==> config.mk <==
export PLATFORM = sky130hd
export DESIGN_NAME = sppf_forwarding_ctrl
export DESIGN_NICKNAME = d
export VERILOG_FILES = /design/src/sppf_pkg.sv /design/src/sppf_port_if.sv /design/src/sppf_forwarding_ctrl.sv /design/src/sppf_port_ctrl.sv
export SDC_FILE = /design/constraint.sdc
export NUM_CORES = 1
export LEC_CHECK = 0
export BUFFER_PORTS_ARGS = -buffer_cell sky130_fd_sc_hd__buf_2
export CORE_MARGIN = 2
export CORE_UTILIZATION = 45
export CTS_CLUSTER_DIAMETER = 100
export CTS_CLUSTER_SIZE = 20
export DETAILED_ROUTE_END_ITERATION = 8
export GPL_ROUTABILITY_DRIVEN = 0
export GPL_TIMING_DRIVEN = 0
export HOLD_SLACK_MARGIN = 0.12
export PLACE_DENSITY = 0.76
export SYNTH_ARGS = -nofsm -noshare
export SYNTH_HDL_FRONTEND = slang
export SYNTH_SLANG_ARGS = --single-unit
==> constraint.sdc <==
create_clock -name core_clk -period 2.2 [get_ports core_clk]
set_clock_uncertainty 0.2 [all_clocks]
set_input_delay 0.44 -clock core_clk [delete_from_list [all_inputs] [get_ports core_clk]]
set_output_delay 0.44 -clock core_clk [all_outputs]
set_load 0.005 [all_outputs]
==> src/sppf_pkg.sv <==
package sppf_pkg;
  // port count and register indices; byte address is four times the index
  localparam int unsigned PORTS      = 8;
  localparam logic [3:0]  IDX_PORT0  = 4'h0;
  localparam logic [3:0]  IDX_PORT7  = 4'h7;
  localparam logic [3:0]  IDX_MGMT   = 4'h8;
  localparam logic [3:0]  IDX_MODE   = 4'hb;
  localparam int unsigned ADDR_LSB   = 2;
  localparam int unsigned ADDR_MSB   = 5;

  // port register fields
  localparam int unsigned STP_HI     = 7;
  localparam int unsigned STP_LO     = 5;
  localparam int unsigned TXOFF_BIT  = 1;
  localparam int unsigned RXOFF_BIT  = 0;
  localparam logic [2:0]  STP_NONE     = 3'h0;
  localparam logic [2:0]  STP_DISABLED = 3'h1;
  localparam logic [2:0]  PORT_RSVD    = 3'h0;

  // management copy register fields
  localparam int unsigned UCAST_BIT  = 4;
  localparam int unsigned MCAST_BIT  = 3;
  localparam int unsigned BCAST_BIT  = 2;

  // switch mode register fields
  localparam int unsigned PASS_BIT    = 1;
  localparam int unsigned MANAGED_BIT = 0;
  localparam logic [5:0]  MODE_RSVD   = 6'h01;

  // bus answers
  localparam logic [1:0]  RESP_OKAY   = 2'h0;
  localparam logic [1:0]  RESP_SLVERR = 2'h2;

  // frame classes seen by the copy decision
  localparam logic [1:0]  KIND_UNI   = 2'h0;
  localparam logic [1:0]  KIND_MULTI = 2'h1;
  localparam logic [1:0]  KIND_BROAD = 2'h2;

  // strap synchroniser settle count
  localparam logic [1:0]  SETTLE_CNT = 2'h3;
endpackage

==> src/sppf_port_if.sv <==
`timescale 1ns/1ns
interface sppf_port_if;
  logic       wr_en;
  logic       load_en;
  logic       strap;
  logic [7:0] wdata;
  logic [7:0] value;
  modport ctrl (input wr_en, input load_en, input strap, input wdata, output value);
  modport bank (output wr_en, output load_en, output strap, output wdata, input value);
endinterface

==> src/sppf_forwarding_ctrl.sv <==
`timescale 1ns/1ns
// Function
// - one 8-bit traffic register per port 0..7 at indices 00h to 07h
// - port bits 7:5 hold software-written spanning tree state, codes 000 to 111
// - spanning tree default is none when strap set, disabled otherwise
// - port bit 1 set stops MAC transmit; reset zero
// - port bit 0 set stops MAC receive; reset zero
// - unicast copy bit passes table-matched unicast to management port when selected
// - unicast copy clear: only mirror-matched unicast reaches management port
// - multicast copy bit passes flooded multicast to management port when selected
// - multicast copy clear: only mirror-matched multicast reaches management port
// - broadcast copy bit passes broadcast to management port when selected
// - forwarding enable bit gates all forwarding; default equals strap
// - mode bit 0 picks unmanaged or managed; default inverse of strap
module sppf_forwarding_ctrl (
  // clock and reset
  input  wire logic                core_clk,
  input  wire logic                reset_n,
  // strap pin
  input  wire logic                forwarding_strap,
  // axi4-lite write address and data
  input  wire logic [31:0]         s_axi_awaddr,
  input  wire logic                s_axi_awvalid,
  output logic                     s_axi_awready,
  input  wire logic [31:0]         s_axi_wdata,
  input  wire logic [3:0]          s_axi_wstrb,
  input  wire logic                s_axi_wvalid,
  output logic                     s_axi_wready,
  // axi4-lite write response
  output logic [1:0]               s_axi_bresp,
  output logic                     s_axi_bvalid,
  input  wire logic                s_axi_bready,
  // axi4-lite read
  input  wire logic [31:0]         s_axi_araddr,
  input  wire logic                s_axi_arvalid,
  output logic                     s_axi_arready,
  output logic [31:0]              s_axi_rdata,
  output logic [1:0]               s_axi_rresp,
  output logic                     s_axi_rvalid,
  input  wire logic                s_axi_rready,
  // per port controls
  output logic [7:0][2:0]          span_tree_state,
  output logic [7:0]               mac_transmit_off,
  output logic [7:0]               mac_receive_off,
  // switch controls
  output logic                     frame_pass_enable,
  output logic                     managed_select,
  output logic                     config_ready,
  // management copy decision
  input  wire logic                frm_valid,
  input  wire logic [1:0]          frm_kind,
  input  wire logic                frm_table_hit,
  input  wire logic                frm_mirror_hit,
  input  wire logic                mgmt_is_frame_port,
  output logic                     mgmt_copy
);
  typedef enum logic [2:0] {
    ST_WAIT = 3'b001,
    ST_LOAD = 3'b010,
    ST_RUN  = 3'b100
  } sppf_init_e;

  sppf_init_e  st;
  logic        strap_s1;
  logic        strap_s2;
  logic        strap_s3;
  logic [1:0]  settle;
  logic        aw_held;
  logic        aw_ok;
  logic [3:0]  aw_idx;
  logic        w_held;
  logic [7:0]  w_byte;
  logic        w_lane;
  logic        do_write;
  logic        wr_hit;
  logic [3:0]  rd_idx;
  logic        ar_ok;
  logic        ar_pend;
  logic [7:0]  rd_byte;
  logic        ucast;
  logic        mcast;
  logic        bcast;
  logic [7:0]  port_val [sppf_pkg::PORTS];

  sppf_port_if pif [sppf_pkg::PORTS] ();

  // strap synchroniser, first stage read only by the second
  always_ff @(posedge core_clk or negedge reset_n) begin
    if (!reset_n) begin
      strap_s1 <= 1'b0;
      strap_s2 <= 1'b0;
      strap_s3 <= 1'b0;
    end else begin
      strap_s1 <= forwarding_strap;
      strap_s2 <= strap_s1;
      strap_s3 <= strap_s2;
    end
  end

  // init sequence: settle strap, load defaults once, then serve the bus
  always_ff @(posedge core_clk or negedge reset_n) begin
    if (!reset_n) begin
      st     <= ST_WAIT;
      settle <= 2'h0;
    end else begin
      unique case (st)
        ST_WAIT: begin
          if (settle != sppf_pkg::SETTLE_CNT) begin
            settle <= settle + 2'h1;
          end else if (strap_s2 == strap_s3) begin
            st <= ST_LOAD;
          end
        end
        ST_LOAD: st <= ST_RUN;
        ST_RUN:  st <= ST_RUN;
        default: st <= ST_WAIT;
      endcase
    end
  end

  // bus opens once defaults are in place
  always_ff @(posedge core_clk or negedge reset_n) begin
    if (!reset_n) begin
      config_ready <= 1'b0;
    end else begin
      config_ready <= (st == ST_LOAD) || (st == ST_RUN);
    end
  end

  // map check for the word index
  function automatic logic idx_mapped(input logic [31:0] addr);
    logic [3:0] idx;
    idx = addr[sppf_pkg::ADDR_MSB:sppf_pkg::ADDR_LSB];
    idx_mapped = (addr[31:sppf_pkg::ADDR_MSB+1] == 26'h0) &&
                 ((idx <= sppf_pkg::IDX_PORT7) || (idx == sppf_pkg::IDX_MGMT) ||
                  (idx == sppf_pkg::IDX_MODE));
  endfunction

  // write address channel
  always_ff @(posedge core_clk or negedge reset_n) begin
    if (!reset_n) begin
      s_axi_awready <= 1'b0;
      aw_held       <= 1'b0;
      aw_ok         <= 1'b0;
      aw_idx        <= 4'h0;
    end else if (s_axi_awready && s_axi_awvalid) begin
      s_axi_awready <= 1'b0;
      aw_held       <= 1'b1;
      aw_ok         <= idx_mapped(s_axi_awaddr);
      aw_idx        <= s_axi_awaddr[sppf_pkg::ADDR_MSB:sppf_pkg::ADDR_LSB];
    end else begin
      if (do_write) begin
        aw_held <= 1'b0;
      end
      s_axi_awready <= (st == ST_RUN) && !aw_held && !s_axi_bvalid;
    end
  end

  // write data channel
  always_ff @(posedge core_clk or negedge reset_n) begin
    if (!reset_n) begin
      s_axi_wready <= 1'b0;
      w_held       <= 1'b0;
      w_byte       <= 8'h00;
      w_lane       <= 1'b0;
    end else if (s_axi_wready && s_axi_wvalid) begin
      s_axi_wready <= 1'b0;
      w_held       <= 1'b1;
      w_byte       <= s_axi_wdata[7:0];
      w_lane       <= s_axi_wstrb[0];
    end else begin
      if (do_write) begin
        w_held <= 1'b0;
      end
      s_axi_wready <= (st == ST_RUN) && !w_held && !s_axi_bvalid;
    end
  end

  assign do_write = aw_held && w_held && !s_axi_bvalid;
  assign wr_hit   = do_write && aw_ok && w_lane;

  // write response, one outstanding write
  always_ff @(posedge core_clk or negedge reset_n) begin
    if (!reset_n) begin
      s_axi_bvalid <= 1'b0;
      s_axi_bresp  <= sppf_pkg::RESP_OKAY;
    end else if (do_write) begin
      s_axi_bvalid <= 1'b1;
      s_axi_bresp  <= aw_ok ? sppf_pkg::RESP_OKAY : sppf_pkg::RESP_SLVERR;
    end else if (s_axi_bready) begin
      s_axi_bvalid <= 1'b0;
    end
  end

  // per port registers, one instance each
  for (genvar g = 0; g < sppf_pkg::PORTS; g++) begin : g_port
    assign pif[g].wr_en   = wr_hit && (aw_idx == 4'(g));
    assign pif[g].load_en = (st == ST_LOAD);
    assign pif[g].strap   = strap_s3;
    assign pif[g].wdata   = w_byte;
    assign port_val[g]    = pif[g].value;
    assign span_tree_state[g]  = pif[g].value[sppf_pkg::STP_HI:sppf_pkg::STP_LO];
    assign mac_transmit_off[g] = pif[g].value[sppf_pkg::TXOFF_BIT];
    assign mac_receive_off[g]  = pif[g].value[sppf_pkg::RXOFF_BIT];
    sppf_port_ctrl u_port (
      .core_clk (core_clk),
      .reset_n  (reset_n),
      .pif      (pif[g])
    );
  end

  // management copy enables; reserved bits are not stored
  always_ff @(posedge core_clk or negedge reset_n) begin
    if (!reset_n) begin
      ucast <= 1'b0;
      mcast <= 1'b0;
      bcast <= 1'b0;
    end else if (wr_hit && aw_idx == sppf_pkg::IDX_MGMT) begin
      ucast <= w_byte[sppf_pkg::UCAST_BIT];
      mcast <= w_byte[sppf_pkg::MCAST_BIT];
      bcast <= w_byte[sppf_pkg::BCAST_BIT];
    end
  end

  // switch mode: strap defaults at load, software after
  always_ff @(posedge core_clk or negedge reset_n) begin
    if (!reset_n) begin
      frame_pass_enable <= 1'b0;
      managed_select    <= 1'b1;
    end else if (st == ST_LOAD) begin
      frame_pass_enable <= strap_s3;
      managed_select    <= !strap_s3;
    end else if (wr_hit && aw_idx == sppf_pkg::IDX_MODE) begin
      frame_pass_enable <= w_byte[sppf_pkg::PASS_BIT];
      managed_select    <= w_byte[sppf_pkg::MANAGED_BIT];
    end
  end

  // read data selection
  always_comb begin
    rd_byte = 8'h00;
    if (rd_idx <= sppf_pkg::IDX_PORT7) begin
      rd_byte = port_val[rd_idx[2:0]];
    end else if (rd_idx == sppf_pkg::IDX_MGMT) begin
      rd_byte = {3'h0, ucast, mcast, bcast, 2'h0};
    end else if (rd_idx == sppf_pkg::IDX_MODE) begin
      rd_byte = {sppf_pkg::MODE_RSVD, frame_pass_enable, managed_select};
    end
  end

  // read address capture, one outstanding read
  always_ff @(posedge core_clk or negedge reset_n) begin
    if (!reset_n) begin
      s_axi_arready <= 1'b0;
      rd_idx        <= 4'h0;
      ar_ok         <= 1'b0;
    end else if (s_axi_arready && s_axi_arvalid) begin
      s_axi_arready <= 1'b0;
      rd_idx        <= s_axi_araddr[sppf_pkg::ADDR_MSB:sppf_pkg::ADDR_LSB];
      ar_ok         <= idx_mapped(s_axi_araddr);
    end else begin
      s_axi_arready <= (st == ST_RUN) && !s_axi_rvalid && !ar_pend;
    end
  end

  // read answer one cycle after the address is taken
  always_ff @(posedge core_clk or negedge reset_n) begin
    if (!reset_n) begin
      ar_pend      <= 1'b0;
      s_axi_rvalid <= 1'b0;
      s_axi_rdata  <= 32'h0000_0000;
      s_axi_rresp  <= sppf_pkg::RESP_OKAY;
    end else if (s_axi_arready && s_axi_arvalid) begin
      ar_pend <= 1'b1;
    end else if (ar_pend) begin
      ar_pend      <= 1'b0;
      s_axi_rvalid <= 1'b1;
      s_axi_rdata  <= ar_ok ? {24'h00_0000, rd_byte} : 32'h0000_0000;
      s_axi_rresp  <= ar_ok ? sppf_pkg::RESP_OKAY : sppf_pkg::RESP_SLVERR;
    end else if (s_axi_rready) begin
      s_axi_rvalid <= 1'b0;
    end
  end

  // copy to the management port
  always_ff @(posedge core_clk or negedge reset_n) begin
    if (!reset_n) begin
      mgmt_copy <= 1'b0;
    end else begin
      mgmt_copy <= frm_valid && frame_pass_enable &&
        (frm_mirror_hit ||
         (mgmt_is_frame_port &&
          ((frm_kind == sppf_pkg::KIND_UNI && frm_table_hit && ucast) ||
           (frm_kind == sppf_pkg::KIND_MULTI && !frm_table_hit && mcast) ||
           (frm_kind == sppf_pkg::KIND_BROAD && bcast))));
    end
  end
endmodule // sppf_forwarding_ctrl

==> src/sppf_port_ctrl.sv <==
`timescale 1ns/1ns
module sppf_port_ctrl (
  // clock and reset
  input wire logic core_clk,
  input wire logic reset_n,
  // register access
  sppf_port_if.ctrl pif
);
  logic [2:0] stp;
  logic       tx_off;
  logic       rx_off;

  // state, strap default once after reset, then software writes
  always_ff @(posedge core_clk or negedge reset_n) begin
    if (!reset_n) begin
      stp    <= sppf_pkg::STP_DISABLED;
      tx_off <= 1'b0;
      rx_off <= 1'b0;
    end else if (pif.load_en) begin
      stp    <= pif.strap ? sppf_pkg::STP_NONE : sppf_pkg::STP_DISABLED;
      tx_off <= 1'b0;
      rx_off <= 1'b0;
    end else if (pif.wr_en) begin
      stp    <= pif.wdata[sppf_pkg::STP_HI:sppf_pkg::STP_LO];
      tx_off <= pif.wdata[sppf_pkg::TXOFF_BIT];
      rx_off <= pif.wdata[sppf_pkg::RXOFF_BIT];
    end
  end

  // reserved bits always read as zero
  assign pif.value = {stp, sppf_pkg::PORT_RSVD, tx_off, rx_off};
endmodule // sppf_port_ctrl

# After elaboration in Yosys (flattened, before gate mapping)
# Index checks and enable logic that the tools add are counted.
# totals
output_inout_bits,85
word_cells,230
reg_bits,118
in_bits,114
# op_classes
n_reduce_logical,70
add_sub_neg,1
mux,76
n_eq_ne,24
n_lt_le_gt_ge,4
bitwise_logic,2
# ops
op,count
two-way mux 3 bit,19
zero test 26 bit,2
two-way mux 1 bit,48
logical AND 1 bit,33
== test 4 bit (second input constant),8
two-way mux 8 bit,4
nonzero test 2 bit,13
binary-select mux 8 bit (select 3 bit),1
== test 4 x 3 -> 1 bit (second input constant),4
<= comparator 4 x 3 -> 1 bit (second input constant),3
== test 4 x 2 -> 1 bit (second input constant),2
logical OR 1 bit,8
AND reduction 2 bit,4
zero test 1 bit,7
!= test 2 bit (second input constant),3
one-hot mux 3 bit (2 select lines),1
two-way mux 5 bit,1
== test 4 x 1 -> 1 bit (second input constant),1
greater-or-equal comparator 4 bit (second input constant),1
zero test 4 bit,1
two-way mux 2 bit,2
NOT 3 -> 4 bit,1
== test 3 x 1 -> 1 bit (second input constant),1
== test 3 x 2 -> 1 bit (second input constant),1
8 further kinds,8

# Longest topological paths before layout
# Gate-level depths: netlist (run 1).
# depth
depth_word,8
mapped_depth,6
ltp_nobuf,4

# Cells and area by module
# Synthesis (run 1) repeated with hierarchy kept, for this count alone.
# hier_totals
cells_unflattened,446
area_unflattened_um2,5016.1
# modules_own_cells
mod,area_per_inst_um2,seq_area_each_um2,cells_per_inst,instances
sppf_forwarding_ctrl,2984.1,1303.8,270,1
sppf_port_ctrl,254.0,126.4,22,8

# Least setup slack after synthesis (run 1)
# Ideal clock, no wire load.
# synth_path
kind,register -> register
start,register aw_idx[2]
end,register bcast
path_buffers,1
required_ns,1.875
setup_time_ns,0.125
t_arrival_ns,1.444
slack_ns,0.431
synth_period_minus_slack_ns,1.769
stages_incl_launch_ff,5
path_cell_list,dfrtp_1 > buf_4 > or3_1 > nor3_1 > mux2_2
# synth_between
elab_chain_len,2
# synth_rtl
element,line,source
"start, declared",sppf_forwarding_ctrl.sv:70,logic [3:0] aw_idx;
"start signal, assigned",sppf_forwarding_ctrl.sv:150,aw_idx <= s_axi_awaddr[sppf_pkg::ADDR_MSB:sppf_pkg::ADDR_LSB];
== test 4 bit,sppf_forwarding_ctrl.sv:218,end else if (wr_hit && aw_idx == sppf_pkg::IDX_MGMT) begin
logical AND 1 bit,sppf_forwarding_ctrl.sv:218,
"end signal, assigned",sppf_forwarding_ctrl.sv:221,bcast <= w_byte[sppf_pkg::BCAST_BIT];
"end, declared",sppf_forwarding_ctrl.sv:82,logic bcast;
# No other way between the ends.
# A chain may end at the register's enable or synchronous reset.

# Worst setup path in the final report (run 1)
# layout_path
start,register s_axi_bvalid
end,register g_port[3].u_port.stp[2]
# layout_between
elab_chain_len,6
# layout_rtl
element,line,source
"start, declared",sppf_forwarding_ctrl.sv:31,"output logic s_axi_bvalid,"
"start signal, assigned",sppf_forwarding_ctrl.sv:185,s_axi_bvalid <= 1'b0;
"start signal, assigned",sppf_forwarding_ctrl.sv:188,s_axi_bvalid <= 1'b1;
"start signal, assigned",sppf_forwarding_ctrl.sv:191,s_axi_bvalid <= 1'b0;
zero test 1 bit,sppf_forwarding_ctrl.sv:179,assign do_write = aw_held && w_held && !s_axi_bvalid;
logical AND 1 bit,sppf_forwarding_ctrl.sv:179,
logical AND 1 bit (2 in a row),sppf_forwarding_ctrl.sv:180,assign wr_hit = do_write && aw_ok && w_lane;
logical AND 1 bit,sppf_forwarding_ctrl.sv:197,assign pif[g].wr_en = wr_hit && (aw_idx == 4'(g));
nonzero test 2 bit (no line),-,
"end signal, assigned",sppf_port_ctrl.sv:16,stp <= sppf_pkg::STP_DISABLED;
"end signal, assigned",sppf_port_ctrl.sv:20,stp <= pif.strap ? sppf_pkg::STP_NONE : sppf_pkg::STP_DISABLED;
"end signal, assigned",sppf_port_ctrl.sv:24,stp <= pif.wdata[sppf_pkg::STP_HI:sppf_pkg::STP_LO];
"end, declared",sppf_port_ctrl.sv:9,logic [2:0] stp;
# No other way between the ends.

==> qor.yml, run 1 <==
run_status:
  status: "finished, final reports clean"
yosys:
  yosys_warnings: 0
  synthSimpleGateAreaFrac_pct: 16.0
  synth_ff_type: "dfrtp_1"
  syn_inst: 411
  synth_fa_ha_area_share_pct: 0.267
  syn_area_per_cell_um2: 11.4
  synth_edf_count: 0
  synth-compound-area-share_pct: 4.55
  yosys-mux-area-fraction_pct: 19.5
  netlist_top_cells_area: "dfrtp_1, mux2i_1, mux2_2, buf_4, dfstp_2"
  ys_async_sr_fraction_pct: 100
  synth_seq_area_share_pct: 49.5
  synth_cell_types: 45
  synth_top_area_share_pct: 43.9
  synth-seq-cells: 92
  synth_area_um2: 4680
  synth_top_family_by_area: "multiplexers"
  synth_xor_area_share_pct: 0.936
  synth_largest_area_cell: "dfrtp_1"
grt:
  grt_overflow_total: 0
  antenna_found_initial: 0
  busiest_layer: "met2"
  use_met1_pct: 27.2
  first_global_vias: 3677
  use_met2_pct: 36.3
  use_met3_pct: 4.97
  grt_pass1_wl_um: 18500
  grt_use_total_pct: 21.3
  grt_max_degree: 49
hold_path:
  hold_path.class: "in2reg"
clock_tree:
  cts_root_buf: "clkbuf_8"
  post_cts_buffers: 0
  cts_buffers: 9
  cts.path.max_buffers: 2
  clkSlewWorstSetupHoldPaths_ps: 80
  cts_max_level: 3
  cts_sinks: 92
  cts_tree: "done"
  clock_latency_ps: 360
floorplan:
  ios: 199
  die_w_um: 106
  rows: 37
  die_h_um: 106
  placeableCoreArea_um2: 10200
  initial_core_util_pct: 45.7
  die_area_um2: 11200
sta:
  worst_slew_pin_slew_ps: 708
  setup_tns_ps: 0
  relSlewSlack_pct: 52.6
  rsz0062_at_grt: "no"
  period_share_pct: 92.1
  finalMaxSlewViolations: 0
  setup_viol: 0
  hold_violations: 0
  period_minus_slack_ps: 2030
  final.setup.worst_slack_ps: 173
  fmax_mhz: 493
worst_setup_path:
  start_kind: "register"
  reg2reg_slack_ps: 170
  crit_arrival_ps: 2060
  crit_slowest_cell: "nor4b_4"
  required_ps: 2230
  crit_path_max_fanout: 9
  end_kind: "register"
  crit_type: "reg2reg"
  cp_cell_sequence: "nand3b_4 -> nor4b_4 -> mux2i_1 -> nor2_1"
  critPathMaxStageDelay_ps: 630
cells_and_area:
  syn_to_final_growth_pct: 27.9
  fin_util_pct: 58.5
  final_design_area_no_fill_um2: 5980
  antenna_cells: 0
  drive_above_1_share_pct: 42.3
  nets: 717
pwr:
  switching_share_pct: 34.2
  clkPwrFrac_pct: 20.2
  combPwrFrac_pct: 32.1
  power.switching_mw: 1.70
  p_int_mw: 3.27
  pwr-share-seq_pct: 47.7
  powerDensity_nw_per_um2: 830
  power.leakage_nw: 3.24
  vdd_drop_max_mv: 0.745
placement:
  post-dp-hpwl_um: 8760
  dp_slack_ps: 54.4
  port_buffers: 141
  place_area_um2: 5680
route:
  drt_drc_violations_left: 0
  viasPerCell: 4.99
  firstDrtPassIters: 4
  ant_nets: 0
  routed_wl_um: 11700
  num_vias: 3711
  wl_per_cell_um: 15.7
  first_iter_violations: 159
job:
  cap_violations: 0
-- kinds of logic after synthesis --
logic type      count (synthesis)
flops                          92
compound gates                 36
buf+inv                        70
simple gates                  126
fa+ha+maj                       1
mux                            80
xor+xnor                        5
other cells                     1
-- critical path: cells and delay by family (launching register included) --
| family | cells | cell delay (ps) |
|---|---|---|
| mux | 1 | 280 |
| simple gates | 3 | 970 |
| flops | 1 | 450 |
-- state kept, by name (all words and copies together), names as in the netlist, 2 cells and up --
register and count:
settle 2, s_axi_rdata 8, aw_idx 4, pif.wdata 8
g_port.u_port.tx_off 8, g_port.u_port.rx_off 8, rd_idx 4, st 3
g_port.u_port.stp 24
-- cell type report --
class                      instances  area, um2
buffer                            64        409
clock buffer                      14        153
clock inverter                     2       12.5
fill                             893       4250
inverter                           5       18.8
multi-input combinational        274       2030
sequential                        92       2310
tap                              136        170
timing repair buffer             156        876
-- synth_stat cells, drive strengths merged, types with 3 or more instances --
cell type,count
buf,47
nand4b,5
dfstp,10
dfrtp,82
a21oi,16
mux2,29
nand2,22
inv,5
nand3b,4
mux2i,45
mux4,6
nor3,8
o21ai,10
nor2b,4
nand2b,3
clkbuf,18
xor2,3
nand3,8
nor4,14
nand4,5
nor2,40
or3,3
nor3b,3
-- worst paths after layout --
kind	startpoint	to	cells after the start
setup / recovery	s_axi_bvalid	g_port[3].u_port.stp[2]	4
hold / removal	s_axi_araddr[5]	rd_idx[3]	2
setup reg to reg	s_axi_bvalid	g_port[3].u_port.stp[2]	4
hold reg to reg	strap_s1	strap_s2	0
max in group asynchronous	reset_n	g_port[5].u_port.stp[0]	3
min in group asynchronous	reset_n	st[2]	2
-- power groups by stage --
stage,registers [mW],clock network [mW],logic (mW)
after floorplan,2.31,0,1.07
after global placement,2.34,0,1.55
after detailed placement,2.37,0,1.62
after CTS,2.34,1.02,1.64
after global routing,2.42,1.10,1.76
final,2.37,1.00,1.60
-- repair_timing --
action	CTS	global route
endpoints found under the hold margin	56	0
hold buffers	14	0
endpoints found under the setup margin	0	3
gates resized for setup	0	1
-- through the flow --
step	total power, mW	hold slack, ps	std cells
final	4.97	135	743
after detailed placement	3.99	140	714
after global routing	5.28	127	743
after global placement	3.90	135	713
after floorplan	3.38	-55.6	436
after CTS	5.00	126	744
-- routing by layer --
metal,vias to the layer above,share of wire [%]
li1,1763,-
met1,1788,43
met2,148,49
met3,12,6.6
met4,0,1.2
met5,-,0
-- cell usage in the layout (no fill, tap or decap), types with 3 or more instances in the layout --
cell type,synthesis,routed
dfstp_2,10,10
conb_1,1,26
nand3_1,7,7
xor2_1,3,3
nor3_1,7,7
clkbuf_8,0,10
inv_1,5,5
clkbuf_1,18,21
nand3b_1,3,3
dfrtp_1,82,82
nor3b_1,3,3
nand2_1,22,22
mux4_2,6,6
or3_1,3,3
dlygate4sd3_1,0,14
o21ai_0,10,10
mux2i_1,45,45
nand4_1,3,3
nand4b_1,3,3
nand2b_1,3,3
a21oi_1,16,16
mux2_2,29,29
buf_2,4,143
nor4_1,12,12
nor2b_1,4,4
buf_4,43,44
nor2_1,40,40
(Power assumes the default switching activity.)
==> inputs of run 2 (changes only) <==
--- a/config.mk
+++ b/config.mk
@@ -6,6 +6,7 @@
 export NUM_CORES = 1
 export LEC_CHECK = 0
 export BUFFER_PORTS_ARGS = -buffer_cell sky130_fd_sc_hd__buf_2
+export CAP_MARGIN = 20
 export CORE_MARGIN = 2
 export CORE_UTILIZATION = 45
 export CTS_CLUSTER_DIAMETER = 100
==> constraint.sdc (replaced) <==
create_clock -name core_clk -period 2.25 [get_ports core_clk]
set_clock_uncertainty 0.2 [all_clocks]
set_input_delay 0.45 -clock core_clk [delete_from_list [all_inputs] [get_ports core_clk]]
set_output_delay 0.45 -clock core_clk [all_outputs]
set_load 0.005 [all_outputs]
==> qor.yml, run 2 (synthesis results as in run 1) <==
run_status:
  status: "finished, final reports clean"
grt:
  grt_pass1_wl_um: 18500
  grt_overflow_total: 0
  grt_use_total_pct: 21.3
  first_global_vias: 3677
  antenna_found_initial: 0
  grt_max_degree: 49
floorplan:
  rows: 37
  ios: 199
  initial_core_util_pct: 45.7
  die_area_um2: 11200
  placeableCoreArea_um2: 10200
  die_w_um: 106
  die_h_um: 106
sta:
  fin_hold_ws_ps: 140
  worst_slew_pin_slew_ps: 696
  period_minus_slack_ps: 2100
  setup_viol: 0
  period_share_pct: 93.2
  hold_violations: 0
  finalMaxSlewViolations: 0
  relSlewSlack_pct: 53.3
  rsz0062_at_grt: "no"
  fmax_mhz: 477
clock_tree:
  post_cts_buffers: 0
  cts.path.max_buffers: 2
  cts_max_level: 3
  cts_sinks: 92
  cts_buffers: 9
  ctsResizeCount: 0
  cts_root_buf: "clkbuf_8"
  clock_latency_ps: 370
  cts_tree: "done"
  clkSlewWorstSetupHoldPaths_ps: 80
placement:
  post-dp-hpwl_um: 8760
  port_buffers: 141
  place_area_um2: 5680
worst_setup_path:
  start_kind: "register"
  crit_type: "reg2reg"
  crit_arrival_ps: 2150
  reg2reg_slack_ps: 150
  reg2regPathDepth: 5
  end_kind: "register"
  cp-startpoint: "rd_idx[0]"
  reg2reg_to: "s_axi_rdata[6]"
  critical_path.reg2reg.startpoint: "rd_idx[0]"
  required_ps: 2300
  crit_path_max_fanout: 10
  critPathCapture: "s_axi_rdata[6]"
route:
  ant_nets: 0
  first_iter_violations: 140
  viasPerCell: 5.02
  num_vias: 3725
  routed_wl_um: 11700
  firstDrtPassIters: 4
  wl_per_cell_um: 15.8
  drt_drc_violations_left: 0
pwr:
  power.leakage_nw: 3.23
  total_power_mw: 4.85
  combPwrFrac_pct: 32.1
  p_int_mw: 3.19
  vdd_drop_max_mv: 0.730
  pwr-share-seq_pct: 47.7
  power.switching_mw: 1.66
  clkPwrFrac_pct: 20.2
  powerDensity_nw_per_um2: 813
  switching_share_pct: 34.3
cells_and_area:
  mostFrequentLayoutCell: "buf_2"
  mostFrequentLayoutCells: "buf_2, dfrtp_1, mux2i_1"
  regMostFlops: "g_port.u_port.stp"
  final_design_area_no_fill_um2: 5970
  nets: 716
  drive_above_1_share_pct: 42.4
  largest_register_ffs: 24
  antenna_cells: 0
  fin_util_pct: 58.4
  syn_to_final_growth_pct: 27.6
hold_path:
  hold_path.class: "in2reg"
job:
  cap_violations: 0
## run 2: changes by cell type in the layout (fill, tap and decap cells not counted)
cell,previous run,this run
dlygate4sd3_1,14,13
clkbuf_4,1,0
buf_2,143,144
## run 2: worst min-delay path by stage
stage,from,end,cells past startpoint
6_report,s_axi_rready,s_axi_rvalid,4
5_1_grt,s_axi_rready,s_axi_rvalid,4
4_1_cts,s_axi_rready,s_axi_rvalid,4
3_5_place_dp,strap_s1,strap_s2,0
3_3_place_gp,strap_s1,strap_s2,0
2_1_floorplan,reset_n,ar_ok,0
## run 2: stage by stage
step                      cells  TNS [ps]  setup slack, ps
after floorplan             436         0              481
after global placement      713    -22340             -276
after detailed placement    714         0              104
after CTS                   743         0             95.5
after global routing        742         0             14.2
final                       742         0              152
## run 2: metal layers
layer / vias to the layer above / part of all wire [%] / routed length (um) / GRT usage, %
met2: 151 / 49 / 5730 / 36.3
met4: 0 / 1.4 / 169 / 6.20
li1: 1757 / - / - / -
met1: 1803 / 43 / 5030 / 27.2
met3: 14 / 6.7 / 787 / 4.97
met5: - / 0 / 0 / 0
## run 2: power groups by stage
stage | registers (mW) | logic (mW) | clock network, mW
floorplan | 2.26 | 1.05 | 0
global placement | 2.29 | 1.52 | 0
detailed placement | 2.32 | 1.58 | 0
CTS | 2.28 | 1.61 | 1.00
global route | 2.36 | 1.71 | 1.08
finish | 2.32 | 1.56 | 0.981
## run 2: final cells by class
cell class | instances | area [um2]
inverters | 5 | 18.8
repair buffers | 155 | 866
flip-flops and latches | 92 | 2310
plain buffers | 64 | 407
well taps | 136 | 170
clock buffers | 14 | 153
clock inverters | 2 | 12.5
fillers | 895 | 4260
multi-input cells | 274 | 2030
## run 2: timing repair
action                                 4_1_cts  5_1_grt
setup endpoints to repair                    0        1
hold buffers                                13        0
endpoints found under the hold margin       55        0
## run 2: worst max-delay path, stage by stage, from the launching register on
cell and delay [ps]:
dfrtp_1 320, buf_2 300, buf_2 340, mux4_2 530
mux2i_1 190, o21ai_0 100
==> inputs of run 3 (changes only) <==
--- a/config.mk
+++ b/config.mk
@@ -8,14 +8,14 @@
 export BUFFER_PORTS_ARGS = -buffer_cell sky130_fd_sc_hd__buf_2
 export CAP_MARGIN = 20
 export CORE_MARGIN = 2
-export CORE_UTILIZATION = 45
+export CORE_UTILIZATION = 48
 export CTS_CLUSTER_DIAMETER = 100
 export CTS_CLUSTER_SIZE = 20
 export DETAILED_ROUTE_END_ITERATION = 8
 export GPL_ROUTABILITY_DRIVEN = 0
 export GPL_TIMING_DRIVEN = 0
 export HOLD_SLACK_MARGIN = 0.12
-export PLACE_DENSITY = 0.76
+export PLACE_DENSITY = 0.8
 export SYNTH_ARGS = -nofsm -noshare
 export SYNTH_HDL_FRONTEND = slang
 export SYNTH_SLANG_ARGS = --single-unit
==> qor.yml, run 3 (synthesis results as in run 1) <==
clock_tree:
  cts_root_buf: "clkbuf_8"
  post_cts_buffers: 0
  cts_max_level: 3
  cts_tree: "done"
  cts_buffers: 9
  holdBufCountCts: 12
  clock_latency_ps: 370
  ctsResizeCount: 0
  clkSlewWorstSetupHoldPaths_ps: 90
  cts.path.max_buffers: 2
  cts_sinks: 92
sta:
  setup_viol: 0
  worst_slew_pin_slew_ps: 711
  rsz0062_at_grt: "no"
  finalMaxSlewViolations: 0
  fmax_mhz: 492
  period_share_pct: 90.4
  hold_violations: 0
  relSlewSlack_pct: 52.3
  fin_hold_ws_ps: 131
  period_minus_slack_ps: 2030
  final.setup.worst_slack_ps: 215
pwr:
  pwr-share-seq_pct: 46.9
  powerDensity_nw_per_um2: 817
  vdd_drop_max_mv: 0.647
  total_power_mw: 4.88
  switching_share_pct: 35.0
  clkPwrFrac_pct: 21.0
  combPwrFrac_pct: 32.1
  p_int_mw: 3.17
  power.switching_mw: 1.71
  power.leakage_nw: 3.23
floorplan:
  placeableCoreArea_um2: 9590
  die_h_um: 103
  initial_core_util_pct: 48.8
  ios: 199
  die_w_um: 103
  die_area_um2: 10600
  rows: 36
cells_and_area:
  regMostFlops: "g_port.u_port.stp"
  largest_register_ffs: 24
  syn_to_final_growth_pct: 27.6
  regArea_um2: 2310
  final_design_area_no_fill_um2: 5970
  fin_util_pct: 62.2
  drive_above_1_share_pct: 42.9
  mostFrequentLayoutCells: "buf_2, dfrtp_1, mux2i_1"
  mostFrequentLayoutCell: "buf_2"
  fillers: 798
  antenna_cells: 0
  multi_input_area_um2: 2030
  nets: 716
grt:
  antenna_found_initial: 0
  grt_pass1_wl_um: 17800
  grt_use_total_pct: 22.0
  first_global_vias: 3657
  grt_max_degree: 52
  grt_overflow_total: 0
worst_setup_path:
  reg2reg_slack_ps: 220
  crit_arrival_ps: 2080
  required_ps: 2300
  critical_path.reg2reg.startpoint: "rd_idx[0]"
  crit_path_max_fanout: 10
  crit_type: "reg2reg"
  start_kind: "register"
  reg2reg_to: "s_axi_rdata[6]"
  end_kind: "register"
  reg2regPathDepth: 5
route:
  routed_wl_um: 11500
  drt_drc_violations_left: 0
  viasPerCell: 5.09
  first_iter_violations: 142
  wl_per_cell_um: 15.6
  ant_nets: 0
  firstDrtPassIters: 4
  num_vias: 3761
placement:
  post-dp-hpwl_um: 8650
  port_buffers: 141
  dp_slack_ps: 225
  place_area_um2: 5680
job:
  cap_violations: 0
hold_path:
  min_from: "s_axi_wdata[6]"
  hold_path.class: "in2reg"
  hold_depth: 2
  holdPathEnd: "pif[0].wdata[6]"
run_status:
  status: "finished, final reports clean"
## run 3: cell type report
class	instances	area share, %
plain buffers	65	6.87
flip-flops and latches	92	38.8
clock inverters	6	0.817
multi-input cells	274	34.0
inverters	5	0.314
clock buffers	10	2.14
repair buffers	154	14.3
well taps	133	2.79
## run 3: through the flow
step / setup TNS (ps) / instances
2_1_floorplan: 0 / 436
3_3_place_gp: -22860 / 710
3_5_place_dp: 0 / 711
4_1_cts: 0 / 739
5_1_grt: 0 / 739
6_report: 0 / 739
## run 3: worst max path at each step
stage	start	end	slack, ps	cells after the start
2_1_floorplan	aw_idx[2]	bcast	480	4
3_3_place_gp	reset_n	strap_s1	-280	1
3_5_place_dp	s_axi_bvalid	g_port[7].u_port.stp[1]	230	4
4_1_cts	s_axi_bvalid	g_port[7].u_port.stp[1]	210	4
5_1_grt	rd_idx[0]	s_axi_rdata[6]	110	5
6_report	rd_idx[0]	s_axi_rdata[6]	220	5
## run 3: power groups by stage
stage | clock [mW] | combinational, mW | sequential [mW]
3_5_place_dp | 0 | 1.55 | 2.31
6_report | 1.02 | 1.57 | 2.29
5_1_grt | 1.11 | 1.73 | 2.33
2_1_floorplan | 0 | 1.05 | 2.26
4_1_cts | 1.04 | 1.57 | 2.28
3_3_place_gp | 0 | 1.51 | 2.29
## run 3: per-layer routing
layer  vias up  GRT usage (%)  routed length (um)
met1      1841           28.2                5030
met2       141           37.9                5620
met3        13           4.75                 720
met5         -              0                   0
met4         0           6.58                 148
li1       1766              -                   -
## run 3: worst max-delay path, cell delays in order (launching register included)
cell     delay (ps)
dfrtp_1         340
buf_2           300
buf_2           320
mux4_2          530
mux2i_1         140
o21ai_0          80
